`src/hdl/match_timer_pkg.sv`:
```
// Purpose: Shared constants for the 8-bit compare-match timer.
// Assumes: Register indices are word indices; byte address is four times the index.
// Notes: Field positions and codes are used by the design; the bench takes only the register indices.
package match_timer_pkg;

	// Register word indices.
	localparam logic [15:0] IDX_CLOCK_CLEAR = 16'hffb8;
	localparam logic [15:0] IDX_FLAGS = 16'hffb9;
	localparam logic [15:0] IDX_CONST_A = 16'hffba;
	localparam logic [15:0] IDX_CONST_B = 16'hffbb;
	localparam logic [15:0] IDX_COUNTER = 16'hffbc;
	localparam logic [15:0] IDX_TRIGGER = 16'hffbd;

	// Reset values.
	localparam logic [7:0] RST_CLOCK_CLEAR = 8'h00;
	localparam logic [7:0] RST_FLAGS = 8'h10;
	localparam logic [7:0] RST_CONST = 8'hff;
	localparam logic [7:0] RST_COUNTER = 8'h00;
	localparam logic [7:0] RST_TRIGGER = 8'he2;

	// Bits that always read as one.
	localparam logic [7:0] FLAGS_RESERVED_MASK = 8'h10;
	localparam logic [7:0] TRIGGER_RESERVED_MASK = 8'he2;

	// Field positions in clock_clear_control.
	localparam int CC_MATCH_B_IE = 7;
	localparam int CC_MATCH_A_IE = 6;
	localparam int CC_OVF_IE = 5;
	localparam int CC_CLEAR_LO = 3;
	localparam int CC_CLK_LO = 0;

	// Field positions in flags_and_output_select.
	localparam int FL_MATCH_B = 7;
	localparam int FL_MATCH_A = 6;
	localparam int FL_OVF = 5;
	localparam int FL_OUT_B_LO = 2;
	localparam int FL_OUT_A_LO = 0;

	// Field positions in trigger_clock_control.
	localparam int TC_EDGE_LO = 3;
	localparam int TC_TRIG_EN = 2;
	localparam int TC_INT_CLK = 0;

	// Clear source codes.
	localparam logic [1:0] CLR_NONE = 2'h0;
	localparam logic [1:0] CLR_MATCH_A = 2'h1;
	localparam logic [1:0] CLR_MATCH_B = 2'h2;
	localparam logic [1:0] CLR_EXT = 2'h3;

	// Output actions on a compare match.
	localparam logic [1:0] ACT_KEEP = 2'h0;
	localparam logic [1:0] ACT_ZERO = 2'h1;
	localparam logic [1:0] ACT_ONE = 2'h2;
	localparam logic [1:0] ACT_TOGGLE = 2'h3;

	// Smallest prescaler that reaches the slowest tap.
	localparam int MIN_PRESCALE_WIDTH = 7;

endpackage
```
`src/hdl/compare_match_timer_8bit.sv`:
```
// Purpose: 8-bit compare-match timer with an AHB-Lite register slave.
// Assumes: External pins are asynchronous and slow against the 125 MHz clock.
// Notes: low_power forces the power-down initial values while it is high.
//
// Contract
// - Counter counts selected clock, CPU reads/writes anytime.
// - Wrap from ff to 00 sets overflow_flag.
// - Reset and low power zero counter, clock_clear_ctrl.
// - Reset and low power set constants to ff.
// - Constants compared always except during their write.
// - Each flag with its enable raises its request.
// - Clear select: none, match A, match B, external.
// - With trigger_en, clearing halts until trigger edge.
// - Without trigger_en, counting continues after clear.
// - Clock select picks off or internal divider pair.
// - Internal divided clock counts on falling edge.
// - External clock: off, rising, falling or both.
// - wave_out follows compare matches per output select.
// - Flags accept only zero writes, never set.
// - Trigger edge rising, falling or both starts counting.
// - Simultaneous matches: toggle over one over zero.
// - Setting trigger_en stops counter until trigger edge.
// - Trigger edge code: off, rise, fall, both.
// - Flag clears only after read as one.
//
// The AHB-Lite slave port was left to the implementer.
`timescale 1ns/1ps
`default_nettype none

module compare_match_timer_8bit #(
	parameter int PRESCALE_WIDTH = 7
) (
	input wire logic clock,
	input wire logic rst,
	input wire logic hsel,
	input wire logic [31:0] haddr,
	input wire logic [1:0] htrans,
	input wire logic hwrite,
	input wire logic [2:0] hsize,
	input wire logic [31:0] hwdata,
	input wire logic hready,
	output logic hreadyout,
	output logic hresp,
	output logic [31:0] hrdata,
	input wire logic low_power,
	input wire logic ext_clk_in,
	input wire logic ext_reset_in,
	input wire logic trigger_in,
	output logic wave_out,
	output logic match_a_irq,
	output logic match_b_irq,
	output logic overflow_irq
);

	if (PRESCALE_WIDTH < match_timer_pkg::MIN_PRESCALE_WIDTH) begin : g_bad_width
		$error("PRESCALE_WIDTH too small for the slowest tap.");
	end

	function automatic logic addr_hit(input logic [31:0] addr, input logic [15:0] idx);
		addr_hit = (addr[31:2] == {14'h0000, idx});
	endfunction

	function automatic logic edge_hit(input logic [1:0] sel, input logic rise, input logic fall);
		edge_hit = (sel[0] & rise) | (sel[1] & fall);
	endfunction

	function automatic logic wave_resolve(input logic [1:0] act_a, input logic [1:0] act_b, input logic cur);
		if (act_a == match_timer_pkg::ACT_TOGGLE || act_b == match_timer_pkg::ACT_TOGGLE) begin
			wave_resolve = ~cur;
		end else if (act_a == match_timer_pkg::ACT_ONE || act_b == match_timer_pkg::ACT_ONE) begin
			wave_resolve = 1'b1;
		end else if (act_a == match_timer_pkg::ACT_ZERO || act_b == match_timer_pkg::ACT_ZERO) begin
			wave_resolve = 1'b0;
		end else begin
			wave_resolve = cur;
		end
	endfunction

	// Bus phase state. Select order: clock_clear, flags, const_a, const_b, counter, trigger.
	logic ph_write_reg;
	logic [5:0] ph_sel_reg;
	logic [31:0] hrdata_reg;

	// Block state.
	logic [7:0] clock_clear_reg, trigger_reg, const_a_reg, const_b_reg, cnt_reg;
	logic [3:0] os_reg;
	logic [2:0] flag_reg, armed_reg;
	logic run_reg, eq_a_prev_reg, eq_b_prev_reg, wave_reg;
	logic irq_a_reg, irq_b_reg, irq_ovf_reg;
	logic [PRESCALE_WIDTH-1:0] pre_reg, pre_prev_reg;
	logic [2:0] sync1_reg, sync2_reg, sync3_reg;

	// Address phase decode.
	wire addr_take = hsel & htrans[1] & hready;
	wire [5:0] addr_sel = {addr_hit(haddr, match_timer_pkg::IDX_TRIGGER),
		addr_hit(haddr, match_timer_pkg::IDX_COUNTER),
		addr_hit(haddr, match_timer_pkg::IDX_CONST_B),
		addr_hit(haddr, match_timer_pkg::IDX_CONST_A),
		addr_hit(haddr, match_timer_pkg::IDX_FLAGS),
		addr_hit(haddr, match_timer_pkg::IDX_CLOCK_CLEAR)};
	wire [5:0] rd_sel = addr_sel & {6{addr_take & ~hwrite}};
	wire [5:0] wr_sel = ph_sel_reg & {6{ph_write_reg}};
	wire [7:0] wdata = hwdata[7:0];

	// Control fields.
	wire [2:0] clk_sel = clock_clear_reg[match_timer_pkg::CC_CLK_LO +: 3];
	wire [1:0] clear_sel = clock_clear_reg[match_timer_pkg::CC_CLEAR_LO +: 2];
	wire [2:0] irq_en = {clock_clear_reg[match_timer_pkg::CC_MATCH_B_IE],
		clock_clear_reg[match_timer_pkg::CC_MATCH_A_IE], clock_clear_reg[match_timer_pkg::CC_OVF_IE]};
	wire trigger_en = trigger_reg[match_timer_pkg::TC_TRIG_EN];
	wire [1:0] trig_edge = trigger_reg[match_timer_pkg::TC_EDGE_LO +: 2];
	wire int_clk_sel0 = trigger_reg[match_timer_pkg::TC_INT_CLK];

	// Edges are taken between the second and third stages only.
	wire [2:0] pin_rise = sync2_reg & ~sync3_reg;
	wire [2:0] pin_fall = ~sync2_reg & sync3_reg;
	wire ext_rst_rise = pin_rise[1];
	wire trig_evt = edge_hit(trig_edge, pin_rise[2], pin_fall[2]);

	// Taps 1 to 6 give the divide-by-4 to divide-by-128 clocks.
	wire [2:0] tap_idx = {clk_sel[1:0], int_clk_sel0} - 3'h1;
	wire tap_fall = pre_prev_reg[tap_idx] & ~pre_reg[tap_idx];
	wire int_tick = (clk_sel[1:0] != 2'h0) & tap_fall;
	wire ext_tick = edge_hit(clk_sel[1:0], pin_rise[0], pin_fall[0]);
	wire tick = clk_sel[2] ? ext_tick : int_tick;

	// A halted counter only runs while trigger_en is clear or a trigger has come.
	wire counting = ~trigger_en | run_reg;
	wire cnt_adv = tick & counting;

	// Compare is masked in the data phase of a write to the constant.
	wire eq_a = (cnt_reg == const_a_reg) & ~wr_sel[2];
	wire eq_b = (cnt_reg == const_b_reg) & ~wr_sel[3];
	wire mp_a = eq_a & ~eq_a_prev_reg;
	wire mp_b = eq_b & ~eq_b_prev_reg;

	wire cnt_clear = (clear_sel == match_timer_pkg::CLR_MATCH_A & mp_a) |
		(clear_sel == match_timer_pkg::CLR_MATCH_B & mp_b) |
		(clear_sel == match_timer_pkg::CLR_EXT & ext_rst_rise);
	wire ovf_evt = cnt_adv & (cnt_reg == 8'hff) & ~cnt_clear & ~wr_sel[4];

	// CPU write wins over clear, clear wins over counting.
	wire [7:0] cnt_step = cnt_adv ? cnt_reg + 8'h01 : cnt_reg;
	wire [7:0] cnt_next = low_power ? match_timer_pkg::RST_COUNTER :
		wr_sel[4] ? wdata : cnt_clear ? 8'h00 : cnt_step;

	// Halt at clear while trigger_en is set or when trigger_en is newly set; a trigger edge restarts.
	wire halt_now = (cnt_clear & trigger_en) | (wr_sel[5] & wdata[match_timer_pkg::TC_TRIG_EN] & ~trigger_en);
	wire run_next = low_power ? 1'b0 : trig_evt ? 1'b1 : halt_now ? 1'b0 : run_reg;

	wire [7:0] clock_clear_next = low_power ? match_timer_pkg::RST_CLOCK_CLEAR :
		wr_sel[0] ? wdata : clock_clear_reg;
	wire [7:0] trigger_next = low_power ? match_timer_pkg::RST_TRIGGER :
		wr_sel[5] ? (wdata | match_timer_pkg::TRIGGER_RESERVED_MASK) : trigger_reg;
	wire [7:0] const_a_next = low_power ? match_timer_pkg::RST_CONST : wr_sel[2] ? wdata : const_a_reg;
	wire [7:0] const_b_next = low_power ? match_timer_pkg::RST_CONST : wr_sel[3] ? wdata : const_b_reg;
	wire [3:0] os_next = low_power ? match_timer_pkg::RST_FLAGS[3:0] : wr_sel[1] ? wdata[3:0] : os_reg;

	// Flags: only zero writes to armed bits clear, and a set in the same cycle wins.
	wire [2:0] flag_set = {mp_b, mp_a, ovf_evt};
	wire [2:0] flag_clr = {3{wr_sel[1]}} & ~wdata[match_timer_pkg::FL_OVF +: 3] & armed_reg;
	wire [2:0] flag_next = low_power ? 3'h0 : flag_set | (flag_reg & ~flag_clr);
	wire [2:0] armed_next = ((armed_reg & ~flag_clr) | (rd_sel[1] ? flag_next : 3'h0)) & flag_next;

	wire [1:0] act_a = mp_a ? os_reg[match_timer_pkg::FL_OUT_A_LO +: 2] : match_timer_pkg::ACT_KEEP;
	wire [1:0] act_b = mp_b ? os_reg[match_timer_pkg::FL_OUT_B_LO +: 2] : match_timer_pkg::ACT_KEEP;
	wire wave_next = wave_resolve(act_a, act_b, wave_reg);

	// Reads use next values so a write in the data phase before is seen.
	wire [7:0] flags_view = {flag_next, 1'b0, os_next} | match_timer_pkg::FLAGS_RESERVED_MASK;
	wire [7:0] rd_byte = ({8{addr_sel[0]}} & clock_clear_next) | ({8{addr_sel[1]}} & flags_view) |
		({8{addr_sel[2]}} & const_a_next) | ({8{addr_sel[3]}} & const_b_next) |
		({8{addr_sel[4]}} & cnt_next) | ({8{addr_sel[5]}} & trigger_next);
	wire [31:0] hrdata_next = (rd_sel != 6'h00) ? {24'h000000, rd_byte} : 32'h00000000;

	always_ff @(posedge clock or posedge rst) begin
		if (rst) begin
			ph_write_reg <= 1'b0;
			ph_sel_reg <= 6'h00;
			hrdata_reg <= 32'h00000000;
			hreadyout <= 1'b0;
		end else begin
			ph_write_reg <= addr_take & hwrite;
			ph_sel_reg <= addr_take ? addr_sel : 6'h00;
			hrdata_reg <= hrdata_next;
			hreadyout <= 1'b1;
		end
	end

	// Three stages; the first is read only by the second.
	always_ff @(posedge clock or posedge rst) begin
		if (rst) begin
			sync1_reg <= 3'h0;
			sync2_reg <= 3'h0;
			sync3_reg <= 3'h0;
			pre_reg <= '0;
			pre_prev_reg <= '0;
		end else begin
			sync1_reg <= {trigger_in, ext_reset_in, ext_clk_in};
			sync2_reg <= sync1_reg;
			sync3_reg <= sync2_reg;
			pre_reg <= pre_reg + 1'b1;
			pre_prev_reg <= pre_reg;
		end
	end

	always_ff @(posedge clock or posedge rst) begin
		if (rst) begin
			clock_clear_reg <= match_timer_pkg::RST_CLOCK_CLEAR;
			trigger_reg <= match_timer_pkg::RST_TRIGGER;
			const_a_reg <= match_timer_pkg::RST_CONST;
			const_b_reg <= match_timer_pkg::RST_CONST;
			cnt_reg <= match_timer_pkg::RST_COUNTER;
			os_reg <= match_timer_pkg::RST_FLAGS[3:0];
			flag_reg <= 3'h0;
			armed_reg <= 3'h0;
			run_reg <= 1'b0;
		end else begin
			clock_clear_reg <= clock_clear_next;
			trigger_reg <= trigger_next;
			const_a_reg <= const_a_next;
			const_b_reg <= const_b_next;
			cnt_reg <= cnt_next;
			os_reg <= os_next;
			flag_reg <= flag_next;
			armed_reg <= armed_next;
			run_reg <= run_next;
		end
	end

	// Requests are registered from next state so they track flag and enable in the same cycle.
	always_ff @(posedge clock or posedge rst) begin
		if (rst) begin
			eq_a_prev_reg <= 1'b0;
			eq_b_prev_reg <= 1'b0;
			wave_reg <= 1'b0;
			irq_a_reg <= 1'b0;
			irq_b_reg <= 1'b0;
			irq_ovf_reg <= 1'b0;
		end else begin
			eq_a_prev_reg <= eq_a;
			eq_b_prev_reg <= eq_b;
			wave_reg <= wave_next;
			irq_b_reg <= flag_next[2] & clock_clear_next[match_timer_pkg::CC_MATCH_B_IE];
			irq_a_reg <= flag_next[1] & clock_clear_next[match_timer_pkg::CC_MATCH_A_IE];
			irq_ovf_reg <= flag_next[0] & clock_clear_next[match_timer_pkg::CC_OVF_IE];
		end
	end

	assign hresp = 1'b0;
	assign hrdata = hrdata_reg;
	assign wave_out = wave_reg;
	assign match_a_irq = irq_a_reg;
	assign match_b_irq = irq_b_reg;
	assign overflow_irq = irq_ovf_reg;
endmodule

`default_nettype wire

```
`config.mk`:
```
export PLATFORM = sky130hd
export DESIGN_NAME = compare_match_timer_8bit
export DESIGN_NICKNAME = d
export VERILOG_FILES = /design/src/hdl/match_timer_pkg.sv /design/src/hdl/compare_match_timer_8bit.sv
export SDC_FILE = /design/constraint.sdc
export NUM_CORES = 1
export LEC_CHECK = 0
export ABC_AREA = 1
export BUFFER_PORTS_ARGS = -buffer_cell sky130_fd_sc_hd__clkbuf_2
export CAP_MARGIN = 20
export CORE_MARGIN = 3
export CORE_UTILIZATION = 23
export CTS_CLUSTER_SIZE = 40
export DETAILED_ROUTE_END_ITERATION = 10
export GPL_ROUTABILITY_DRIVEN = 0
export PLACE_DENSITY = 0.39
export SLEW_MARGIN = 40
export SYNTH_ARGS = -nofsm -noshare
export SYNTH_HDL_FRONTEND = slang
export SYNTH_SLANG_ARGS = --single-unit
```
`constraint.sdc`:
```
create_clock -name clock -period 4.7 [get_ports clock]
set_input_delay 1.175 -clock clock [delete_from_list [all_inputs] [get_ports clock]]
set_output_delay 1.175 -clock clock [all_outputs]
set_load 0.005 [all_outputs]
```
==> results of run 1 <==
## cell usage after synthesis
library cell / n / share of area (%)
nor2_1: 83 / 6.2
o31ai_1: 1 / 0.15
inv_1: 70 / 5.2
nand2_2: 3 / 0.37
a31oi_1: 1 / 0.12
o21ai_0: 35 / 3.5
o211ai_1: 8 / 1.2
buf_6: 1 / 0.22
dfstp_2: 20 / 10
nand3b_1: 5 / 0.75
and3_1: 1 / 0.12
nor2_4: 1 / 0.22
nand4_1: 11 / 1.4
conb_1: 2 / 0.15
or2_1: 2 / 0.25
nor3_1: 16 / 1.6
o311ai_0: 1 / 0.17
nor3_4: 2 / 0.65
nor4_1: 3 / 0.37
nand2_1: 116 / 8.7
xor2_1: 9 / 1.6
nor4_2: 2 / 0.50
or2_2: 9 / 1.1
nor2_2: 3 / 0.37
nand3_2: 3 / 0.60
buf_4: 26 / 3.9
ha_1: 3 / 0.75
dfrtp_1: 76 / 38
inv_2: 3 / 0.22
a21oi_2: 1 / 0.17
clkbuf_1: 8 / 0.60
a21boi_0: 1 / 0.15
buf_1: 2 / 0.15
o21ai_2: 1 / 0.17
a21oi_1: 29 / 2.9
xnor2_1: 2 / 0.35
o21a_1: 1 / 0.15
nand3_1: 64 / 6.4
clkinv_1: 1 / 0.075
## placed cells by master, fill, tap and decap left out, drive strengths merged
master / instances
nand2: 119
o21ai: 36
dfstp: 20
xnor2: 2
a21boi: 1
or2: 11
and3: 1
o31ai: 1
xor2: 9
conb: 26
dfrtp: 76
nor4: 5
o211ai: 8
clkinvlp: 1
o311ai: 1
nand3: 67
clkbuf: 69
nor3: 18
a31oi: 1
ha: 3
clkinv: 3
nor2: 87
a21oi: 30
o21a: 1
nand3b: 5
inv: 76
bufinv: 1
buf: 4
nand4: 11
## cells by family after synthesis
| family | after synthesis | share of synthesized area [%] |
|---|---|---|
| adder cells (fa/ha/maj) | 3 | 0.749 |
| AO/OA/AOI/OAI | 79 | 8.69 |
| XOR/XNOR | 11 | 1.92 |
| other | 2 | 0.150 |
| flip-flops | 96 | 48.5 |
| AND/OR/NAND/NOR | 324 | 29.6 |
| buffers and inverters | 111 | 10.4 |
## per-layer routing
| metal | share of wire [%] | global-route usage (%) |
|---|---|---|
| met1 | 47 | 19.2 |
| met2 | 45 | 20.0 |
| met3 | 5.4 | 1.77 |
| met4 | 2.5 | 5.51 |
| met5 | 0 | 0 |
## worst reg2reg max path: cells and delay by family, from the launching register on
family	cells	cell delay, ps
buffers and inverters	2	190
adders and majority gates	1	320
and+or+nand+nor	8	640
DFF	1	440
AOI/OAI and AO/OA	4	840
## report_power, final
group	internal, mW	leakage (nW)	switching (mW)	total [mW]
Clock	0.424	0.150	0.361	0.785
Sequential	0.831	1.22	0.00229	0.833
Combinational	0.0208	1.46	0.0538	0.0746
## final cells by class
| type | count | area [sq um] |
|---|---|---|
| clock inverters | 7 | 86.3 |
| fillers | 2336 | 15400 |
| multi-input cells | 443 | 2150 |
| well taps | 275 | 344 |
| flip-flops and latches | 96 | 2430 |
| inverters | 74 | 283 |
| clock buffers | 9 | 225 |
| repair buffers | 64 | 330 |
## worst max-delay path by stage
stage	startpoint	end	slack, ps	depth (start not counted)
final	haddr[19]	hrdata[7]$_DFF_PP0_	1810	13
after floorplan	rst	armed_reg[0]$_DFF_PP0_	1050	1
after global routing	haddr[19]	hrdata[1]$_DFF_PP0_	1590	13
after detailed placement	haddr[19]	hrdata[4]$_DFF_PP0_	1430	13
after CTS	haddr[19]	hrdata[1]$_DFF_PP0_	1810	13
after global placement	haddr[19]	hrdata[4]$_DFF_PP0_	1380	13
==> results.sh, run 1 <==
export IMPL_status="finished clean"
export IMPL_core_area_sq_mm=0.0212
export IMPL_avgSynthCellArea_sq_um=8.00
export IMPL_final_area_sq_mm=0.00585
export IMPL_crit_chain="clkbuf_2, or2_1, nor2_1, and3_1, nand3_2, nor2_2, buf_4, nand2_1, nor2_2, nand2_1, nand3b_1, nor2_1, a21oi_1"
export IMPL_period_share_pct=61.5
export IMPL_numClockSinks=96
export IMPL_finalSetupTns_ps=0
export IMPL_grt_pass1_vias=4211
export IMPL_die_w_um=154
export IMPL_netlist_instances=626
export IMPL_hold_violations=0
export IMPL_holdPathEnd="sync2_reg[2]$_DFF_PP0_"
export IMPL_tightest_slew_ps=685
export IMPL_max_freq_ghz=0.346
export IMPL_yosysSeqAreaShare_pct=48.5
export IMPL_r2r_start="trigger_reg[0]$_DFF_PP0_"
export IMPL_ys_ff_latch=96
export IMPL_worst_setup_path_type="input port to flop"
export IMPL_clockRootBuffer="clkbuf_16"
export IMPL_p_leak_nw=2.83
export IMPL_dp_cells=952
export IMPL_cts_tree="yes"
export IMPL_worst_path_buf_inv=2
export IMPL_rrSetupSlack_ps=2140
export IMPL_grt_antenna_before_repair=0
export IMPL_post_cts_setup_buffer_count=0
export IMPL_whs_ps=356
export IMPL_grt_usage_pct=13.3
export IMPL_cts_resized=0
export IMPL_power_density_mw_per_mm2=289
export IMPL_critPathTopFamily="simple AND/OR/NAND/NOR gates"
export IMPL_cp_required_ps=4940
export IMPL_fin_cells=968
export IMPL_cp_slowest_cell="nor2_2"
export IMPL_start_kind="input port"
export IMPL_io_pins=116
export IMPL_r2r_end="hrdata[7]$_DFF_PP0_"
export IMPL_yosysWarnings=0
export IMPL_clk_latency_ps=370
export IMPL_slowest_delay_ps=330
export IMPL_cp_arrival_ps=3130
export IMPL_gr_total_overflow=0
export IMPL_postCtsHoldBufs=0
export IMPL_slew_violations=0
export IMPL_antenna_cells=0
export IMPL_nets=769
export IMPL_dpl_instance_area_sq_mm=0.00554
export IMPL_die_area_sq_mm=0.0236
export IMPL_firstDrtPassIters=7
export IMPL_hold_path_startpoint="sync1_reg[2]$_DFF_PP0_"
export IMPL_finalPower_mw=1.69
export IMPL_dieHeight_um=154
export IMPL_min_period_ps=2890
export IMPL_drv_cap=0
export IMPL_worstSetupEndpointType="flop"
export IMPL_first_iter_violations=327
export IMPL_htreeDepth=3
export IMPL_drt_wl_total_um=15200
export IMPL_fin_worst_skew_ps=16.6
export IMPL_synth_area_sq_mm=0.00501
export IMPL_holdPathStages=0
export IMPL_hold_class="flop to flop"
export IMPL_ant_nets=0
export IMPL_synthDistinctLibCells=39
export IMPL_syn2layout_area_growth_pct=16.7
export IMPL_path_max_fanout=21
export IMPL_pre_cts_slack_ps=1430
export IMPL_drc_errors=0
export IMPL_vias=4343
export IMPL_worst_slack_ps=1810
export IMPL_vias_per_cell=4.49
export IMPL_wire_per_inst_um=15.7
export IMPL_slew_headroom_pct=54.3
export IMPL_drive_gt1_share_pct=18.6
export IMPL_grt_max_degree=72
export IMPL_dp_hpwl_um=11100
export IMPL_rsz0062_at_grt="no"
export IMPL_post_route_util_pct=27.6
export IMPL_path_clk_slew_ps=70
export IMPL_peakVddDrop_v=0.000150
export IMPL_start_util_pct=23.6
export IMPL_placementRows=53
export IMPL_cts_buffers=9
export IMPL_rr_worst_depth=15
export IMPL_port_buffers=60
export IMPL_grt_pass1_wl_um=24200
export IMPL_cts_buffer_depth=2
export IMPL_finalSetupViolations=0
No activity file was read; power rests on OpenSTA's default activity.
==> run 2: changes to the inputs <==
Settings changed: PLACE_DENSITY 0.39 to 0.4.
Clock period 4.7 ns to 2.4 ns, I/O delays scaled along.
==> run 2 against run 1 <==
Net effect:
- clock power up 120%
- combinational power up 110%
- power grew 110%
- non-clock buffer count up 33
- via count is 1.2% higher
- die area is the same
- sequential cell count unchanged
- final area rose by 6.1%
==> results.sh, run 2 (synthesis results as in run 1) <==
export IMPL_syn2layout_area_growth_pct=23.9
export IMPL_htreeDepth=3
export IMPL_cp_required_ps=2700
export IMPL_final_common_cell="nand2_1"
export IMPL_finalSetupViolations=0
export IMPL_whs_ps=148
export IMPL_numClockSinks=96
export IMPL_antenna_cells=0
export IMPL_pwr_share_seq_pct=46.9
export IMPL_firstDrtPassIters=5
export IMPL_gr_total_overflow=0
export IMPL_path_max_fanout=5
export IMPL_final_cell_mix="nand2_1, nor2_1, dfrtp_1"
export IMPL_core_area_sq_mm=0.0212
export IMPL_ant_nets=0
export IMPL_peakVddDrop_v=0.000270
export IMPL_die_w_um=154
export IMPL_cts_buffers=9
export IMPL_p_leak_nw=3.02
export IMPL_period_share_pct=92.1
export IMPL_start_kind="flop"
export IMPL_post_route_util_pct=29.2
export IMPL_finalPower_mw=3.48
export IMPL_nets=802
export IMPL_slew_violations=0
export IMPL_dp_hpwl_um=11900
export IMPL_grt_pass1_wl_um=24600
export IMPL_grt_pass1_vias=4388
export IMPL_path_clk_slew_ps=80
export IMPL_grt_antenna_before_repair=0
export IMPL_clockRootBuffer="clkbuf_16"
export IMPL_rr_worst_depth=17
export IMPL_worst_slack_ps=190
export IMPL_placementRows=53
export IMPL_postCtsHoldBufs=0
export IMPL_nFillCells=2315
export IMPL_grtUsageMet3_pct=2.67
export IMPL_wire_per_inst_um=15.5
export IMPL_switching_share_pct=22.4
export IMPL_cp_arrival_ps=2510
export IMPL_cts_buffer_depth=2
export IMPL_rsz0062_at_grt="yes"
export IMPL_grt_usage_pct=13.4
export IMPL_pre_cts_slack_ps=14.0
export IMPL_drv_cap=0
export IMPL_vias=4397
export IMPL_seqCellArea_sq_mm=0.00243
export IMPL_switching_power_uw=779
export IMPL_io_pins=116
export IMPL_min_period_ps=2210
export IMPL_power_density_mw_per_mm2=561
export IMPL_dieHeight_um=154
export IMPL_worstSetupEndpointType="flop"
export IMPL_first_iter_violations=266
export IMPL_internal_power_mw=2.70
export IMPL_grtUsageMet2_pct=20.8
export IMPL_max_freq_ghz=0.452
export IMPL_start_util_pct=23.6
export IMPL_pwr_share_comb_pct=4.5
export IMPL_multi_input_area_sq_mm=0.00218
export IMPL_grt_busiest_layer="met2"
export IMPL_grt_max_degree=37
export IMPL_cts_tree="yes"
export IMPL_vias_per_cell=4.39
export IMPL_drt_wl_total_um=15500
export IMPL_hold_class="input port to asynchronous set/reset pin"
export IMPL_clk_latency_ps=360
export IMPL_worst_setup_path_type="flop to flop"
export IMPL_grt_util_met1_pct=18.8
export IMPL_port_buffers=60
export IMPL_fin_worst_skew_ps=11.5
export IMPL_die_area_sq_mm=0.0236
export IMPL_drc_errors=0
export IMPL_drive_gt1_share_pct=23.3
export IMPL_clkPwrFrac_pct=48.6
export IMPL_finalSetupTns_ps=0
export IMPL_status="finished clean"
export IMPL_hold_violations=0
[run 2: changes by cell type in the layout (fill, tap and decap cells not counted), sizes merged]
| cell | before | now |
|---|---|---|
| clkbuf | 69 | 70 |
| bufinv | 1 | 3 |
| clkinvlp | 1 | 2 |
| clkinv | 3 | 1 |
| buf | 4 | 37 |
| inv | 76 | 74 |
[run 2: layout make-up]
class | instances | share of cell area [%]
clock buffer | 10 | 3.69
clock inverter | 6 | 1.85
inverter | 74 | 4.54
multi-input combinational | 443 | 35.1
sequential | 96 | 39.1
tap | 275 | 5.54
timing repair buffer | 97 | 10.1
[run 2: metal layers]
metal	up-vias	wire, um
met4	0	285
li1	2169	-
met3	16	814
met5	-	0
met1	2070	7350
met2	142	7010
[run 2: per-stage QoR]
stage	area, sq um	instances
finish	6210	1001
global placement	5830	985
global route	6210	1001
floorplan	5100	650
CTS	6180	1001
detailed placement	5830	985
[run 2: critical path, stage by stage, from the launching register on]
cell and delay [ps]:
dfrtp_1 350, inv_1 60, ha_1 310, inv_1 80
nand2_1 50, nor2_1 90, nor2_1 40, a21oi_1 140
nand2_1 130, nand2_2 160, nand3_1 120, nor2_1 160
nand2_1 120, nand2_2 90, nand3_1 60, nand3_1 80
nand2_1 60, inv_1 50
[run 2: power by group through the flow]
stage               combinational [mW]  sequential (mW)  clock [mW]
global placement                 0.159             1.66           0
detailed placement               0.162             1.66           0
CTS                              0.162             1.63        1.73
global route                     0.181             1.63        1.80
finish                           0.158             1.63        1.69
floorplan                       0.0984             1.66           0
[run 2: path summary, 6_finish.rpt]
check | from | to | slack (ps)
max | clock_clear_reg[0]$_DFF_PP0_ | hrdata[5]$_DFF_PP0_ | 190
min in group clock | sync1_reg[1]$_DFF_PP0_ | sync2_reg[1]$_DFF_PP0_ | 350
min reg2reg | sync1_reg[1]$_DFF_PP0_ | sync2_reg[1]$_DFF_PP0_ | 350
max reg2reg | clock_clear_reg[0]$_DFF_PP0_ | hrdata[5]$_DFF_PP0_ | 190
min | rst | hrdata[2]$_DFF_PP0_ | 150
max in group asynchronous | rst | const_a_reg[3]$_DFF_PP1_ | 1700
[run 2: what timing repair did]
action                     4_1_cts  5_1_grt
setup endpoints to repair        0       11
resized for setup                0       10
hold endpoints to repair         0        0
buffers inserted                 0        0
==> run 3: changes to the inputs <==
Clock period 2.4 ns to 1.96 ns, I/O delays scaled along.
==> run 3 against run 2 <==
Net effect:
- the run now ends with negative setup slack left
- register-to-register slack worse by 300 ps
- clock skew down 2.3 ps
- die area unchanged
- global-route usage up 0.30 points
- maximum frequency up 6.6%
- routed wire length up 3.7%
- worst hold slack worse by 45 ps
- utilization up 3.0 points
- power up 17%
- sequential share of layout area down 3.6 points
==> results.sh, run 3 (synthesis results as in run 1) <==
export IMPL_path_max_fanout=4
export IMPL_min_period_ps=2070
export IMPL_p_leak_nw=3.30
export IMPL_drt_wl_total_um=16000
export IMPL_gr_total_overflow=0
export IMPL_clockRootBuffer="clkbuf_16"
export IMPL_drc_errors=0
export IMPL_final_area_sq_mm=0.00684
export IMPL_worst_setup_path_type="flop to flop"
export IMPL_slew_violations=0
export IMPL_io_pins=116
export IMPL_drv_cap=0
export IMPL_port_buffers=60
export IMPL_hold_class="input port to asynchronous set/reset pin"
export IMPL_status="complete, but fails checks"
export IMPL_die_area_sq_mm=0.0236
export IMPL_path_clk_slew_ps=70
export IMPL_firstDrtPassIters=5
export IMPL_slew_headroom_pct=66.2
export IMPL_max_freq_ghz=0.482
export IMPL_dpl_instance_area_sq_mm=0.00616
export IMPL_whs_ps=103
export IMPL_fin_worst_skew_ps=9.21
export IMPL_grt_antenna_before_repair=0
export IMPL_nets=849
export IMPL_cts_tree="yes"
export IMPL_first_iter_violations=314
export IMPL_grt_pass1_wl_um=25200
export IMPL_grt_usage_pct=13.7
export IMPL_power_density_mw_per_mm2=595
export IMPL_dieHeight_um=154
export IMPL_wire_per_inst_um=15.3
export IMPL_drive_gt1_share_pct=37.1
export IMPL_dp_hpwl_um=12100
export IMPL_tightest_slew_ps=501
export IMPL_grt_pass1_vias=4574
export IMPL_cp_arrival_ps=2310
export IMPL_hold_violations=0
export IMPL_start_util_pct=23.6
export IMPL_antenna_cells=0
export IMPL_worst_slack_ps=-114
export IMPL_postCtsHoldBufs=0
export IMPL_finalSetupViolations=11
export IMPL_grt_max_degree=39
export IMPL_final_cell_mix="nand2_1, nor2_1, buf_4"
export IMPL_clk_latency_ps=360
export IMPL_core_area_sq_mm=0.0212
export IMPL_syn2layout_area_growth_pct=36.6
export IMPL_peakVddDrop_v=0.000347
export IMPL_vias=4590
export IMPL_ant_nets=0
export IMPL_worstSetupEndpointType="flop"
export IMPL_htreeDepth=3
export IMPL_period_share_pct=106
export IMPL_final_common_cell="nand2_1"
export IMPL_cts_buffers=9
export IMPL_rsz0062_at_grt="yes"
export IMPL_cp_required_ps=2200
export IMPL_start_kind="flop"
export IMPL_placementRows=53
export IMPL_cts_buffer_depth=2
export IMPL_vias_per_cell=4.38
export IMPL_numClockSinks=96
export IMPL_die_w_um=154
export IMPL_violations="negative setup slack"
[run 3: critical path: stages (launching register included)]
cell and delay (ps):
dfrtp_1 390, inv_2 90, ha_4 200, inv_2 50, nand2_1 40, nor2_1 80
nor2_1 50, a21oi_2 140, nand2_2 110, a21oi_4 230, buf_4 150, buf_6 100
nand3_2 60, nand3_2 70, nand2_2 60, nand3_2 80, a21oi_2 60
[run 3: worst paths after layout]
check / slack [ps] / end / depth (start not counted) / from
max: -110 / hrdata[3]$_DFF_PP0_ / 16 / clock_clear_reg[0]$_DFF_PP0_
min reg2reg: 350 / sync2_reg[1]$_DFF_PP0_ / 0 / sync1_reg[1]$_DFF_PP0_
min in group clock: 240 / sync1_reg[1]$_DFF_PP0_ / 1 / ext_reset_in
max in group asynchronous: 1260 / os_reg[0]$_DFF_PP0_ / 3 / rst
min: 100 / hrdata[7]$_DFF_PP0_ / 2 / rst
max reg2reg: -110 / hrdata[3]$_DFF_PP0_ / 16 / clock_clear_reg[0]$_DFF_PP0_
[run 3: power by group]
group          switching, mW  internal, mW
combinational          0.141        0.0773
clock                  0.839          1.01
sequential           0.00543          1.99
total                  0.985          3.08
[run 3: stage by stage]
stage               cells  setup TNS, ps  setup WS, ps  util (%)  power (mW)
finish               1048           -799          -114      32.3        4.07
global route         1048          -2780          -239      32.3        4.26
CTS                  1042           -595          -120      31.3        4.15
detailed placement   1024          -3290          -367      29.1        2.25
global placement     1024          -3500          -384      29.1        2.25
floorplan             650              0          33.6         -        2.15
[run 3: area by class of cell]
cell class              instances  area, sq um
clock buffers                   9          225
fillers                      2271        14400
clock inverters                 7         85.1
inverters                      74          287
flip-flops and latches         96         2430
repair buffers                144         1030
multi-input cells             443         2440
well taps                     275          344
[run 3: routing by layer]
metal  track usage, %  vias up  share of wire, %
li1                 -     2273                 -
met1             19.3     2154                48
met2             21.2      145                46
met3             2.56       18               4.1
met4             4.79        0               2.1
met5                0        -                 0
[run 3: repair_timing]
action	in CTS	in global routing
gates cloned	0	0
resized for setup	43	56
pin swaps	19	26
hold endpoints to repair	0	0
buffers inserted	2	6
endpoints found under the setup margin	20	25
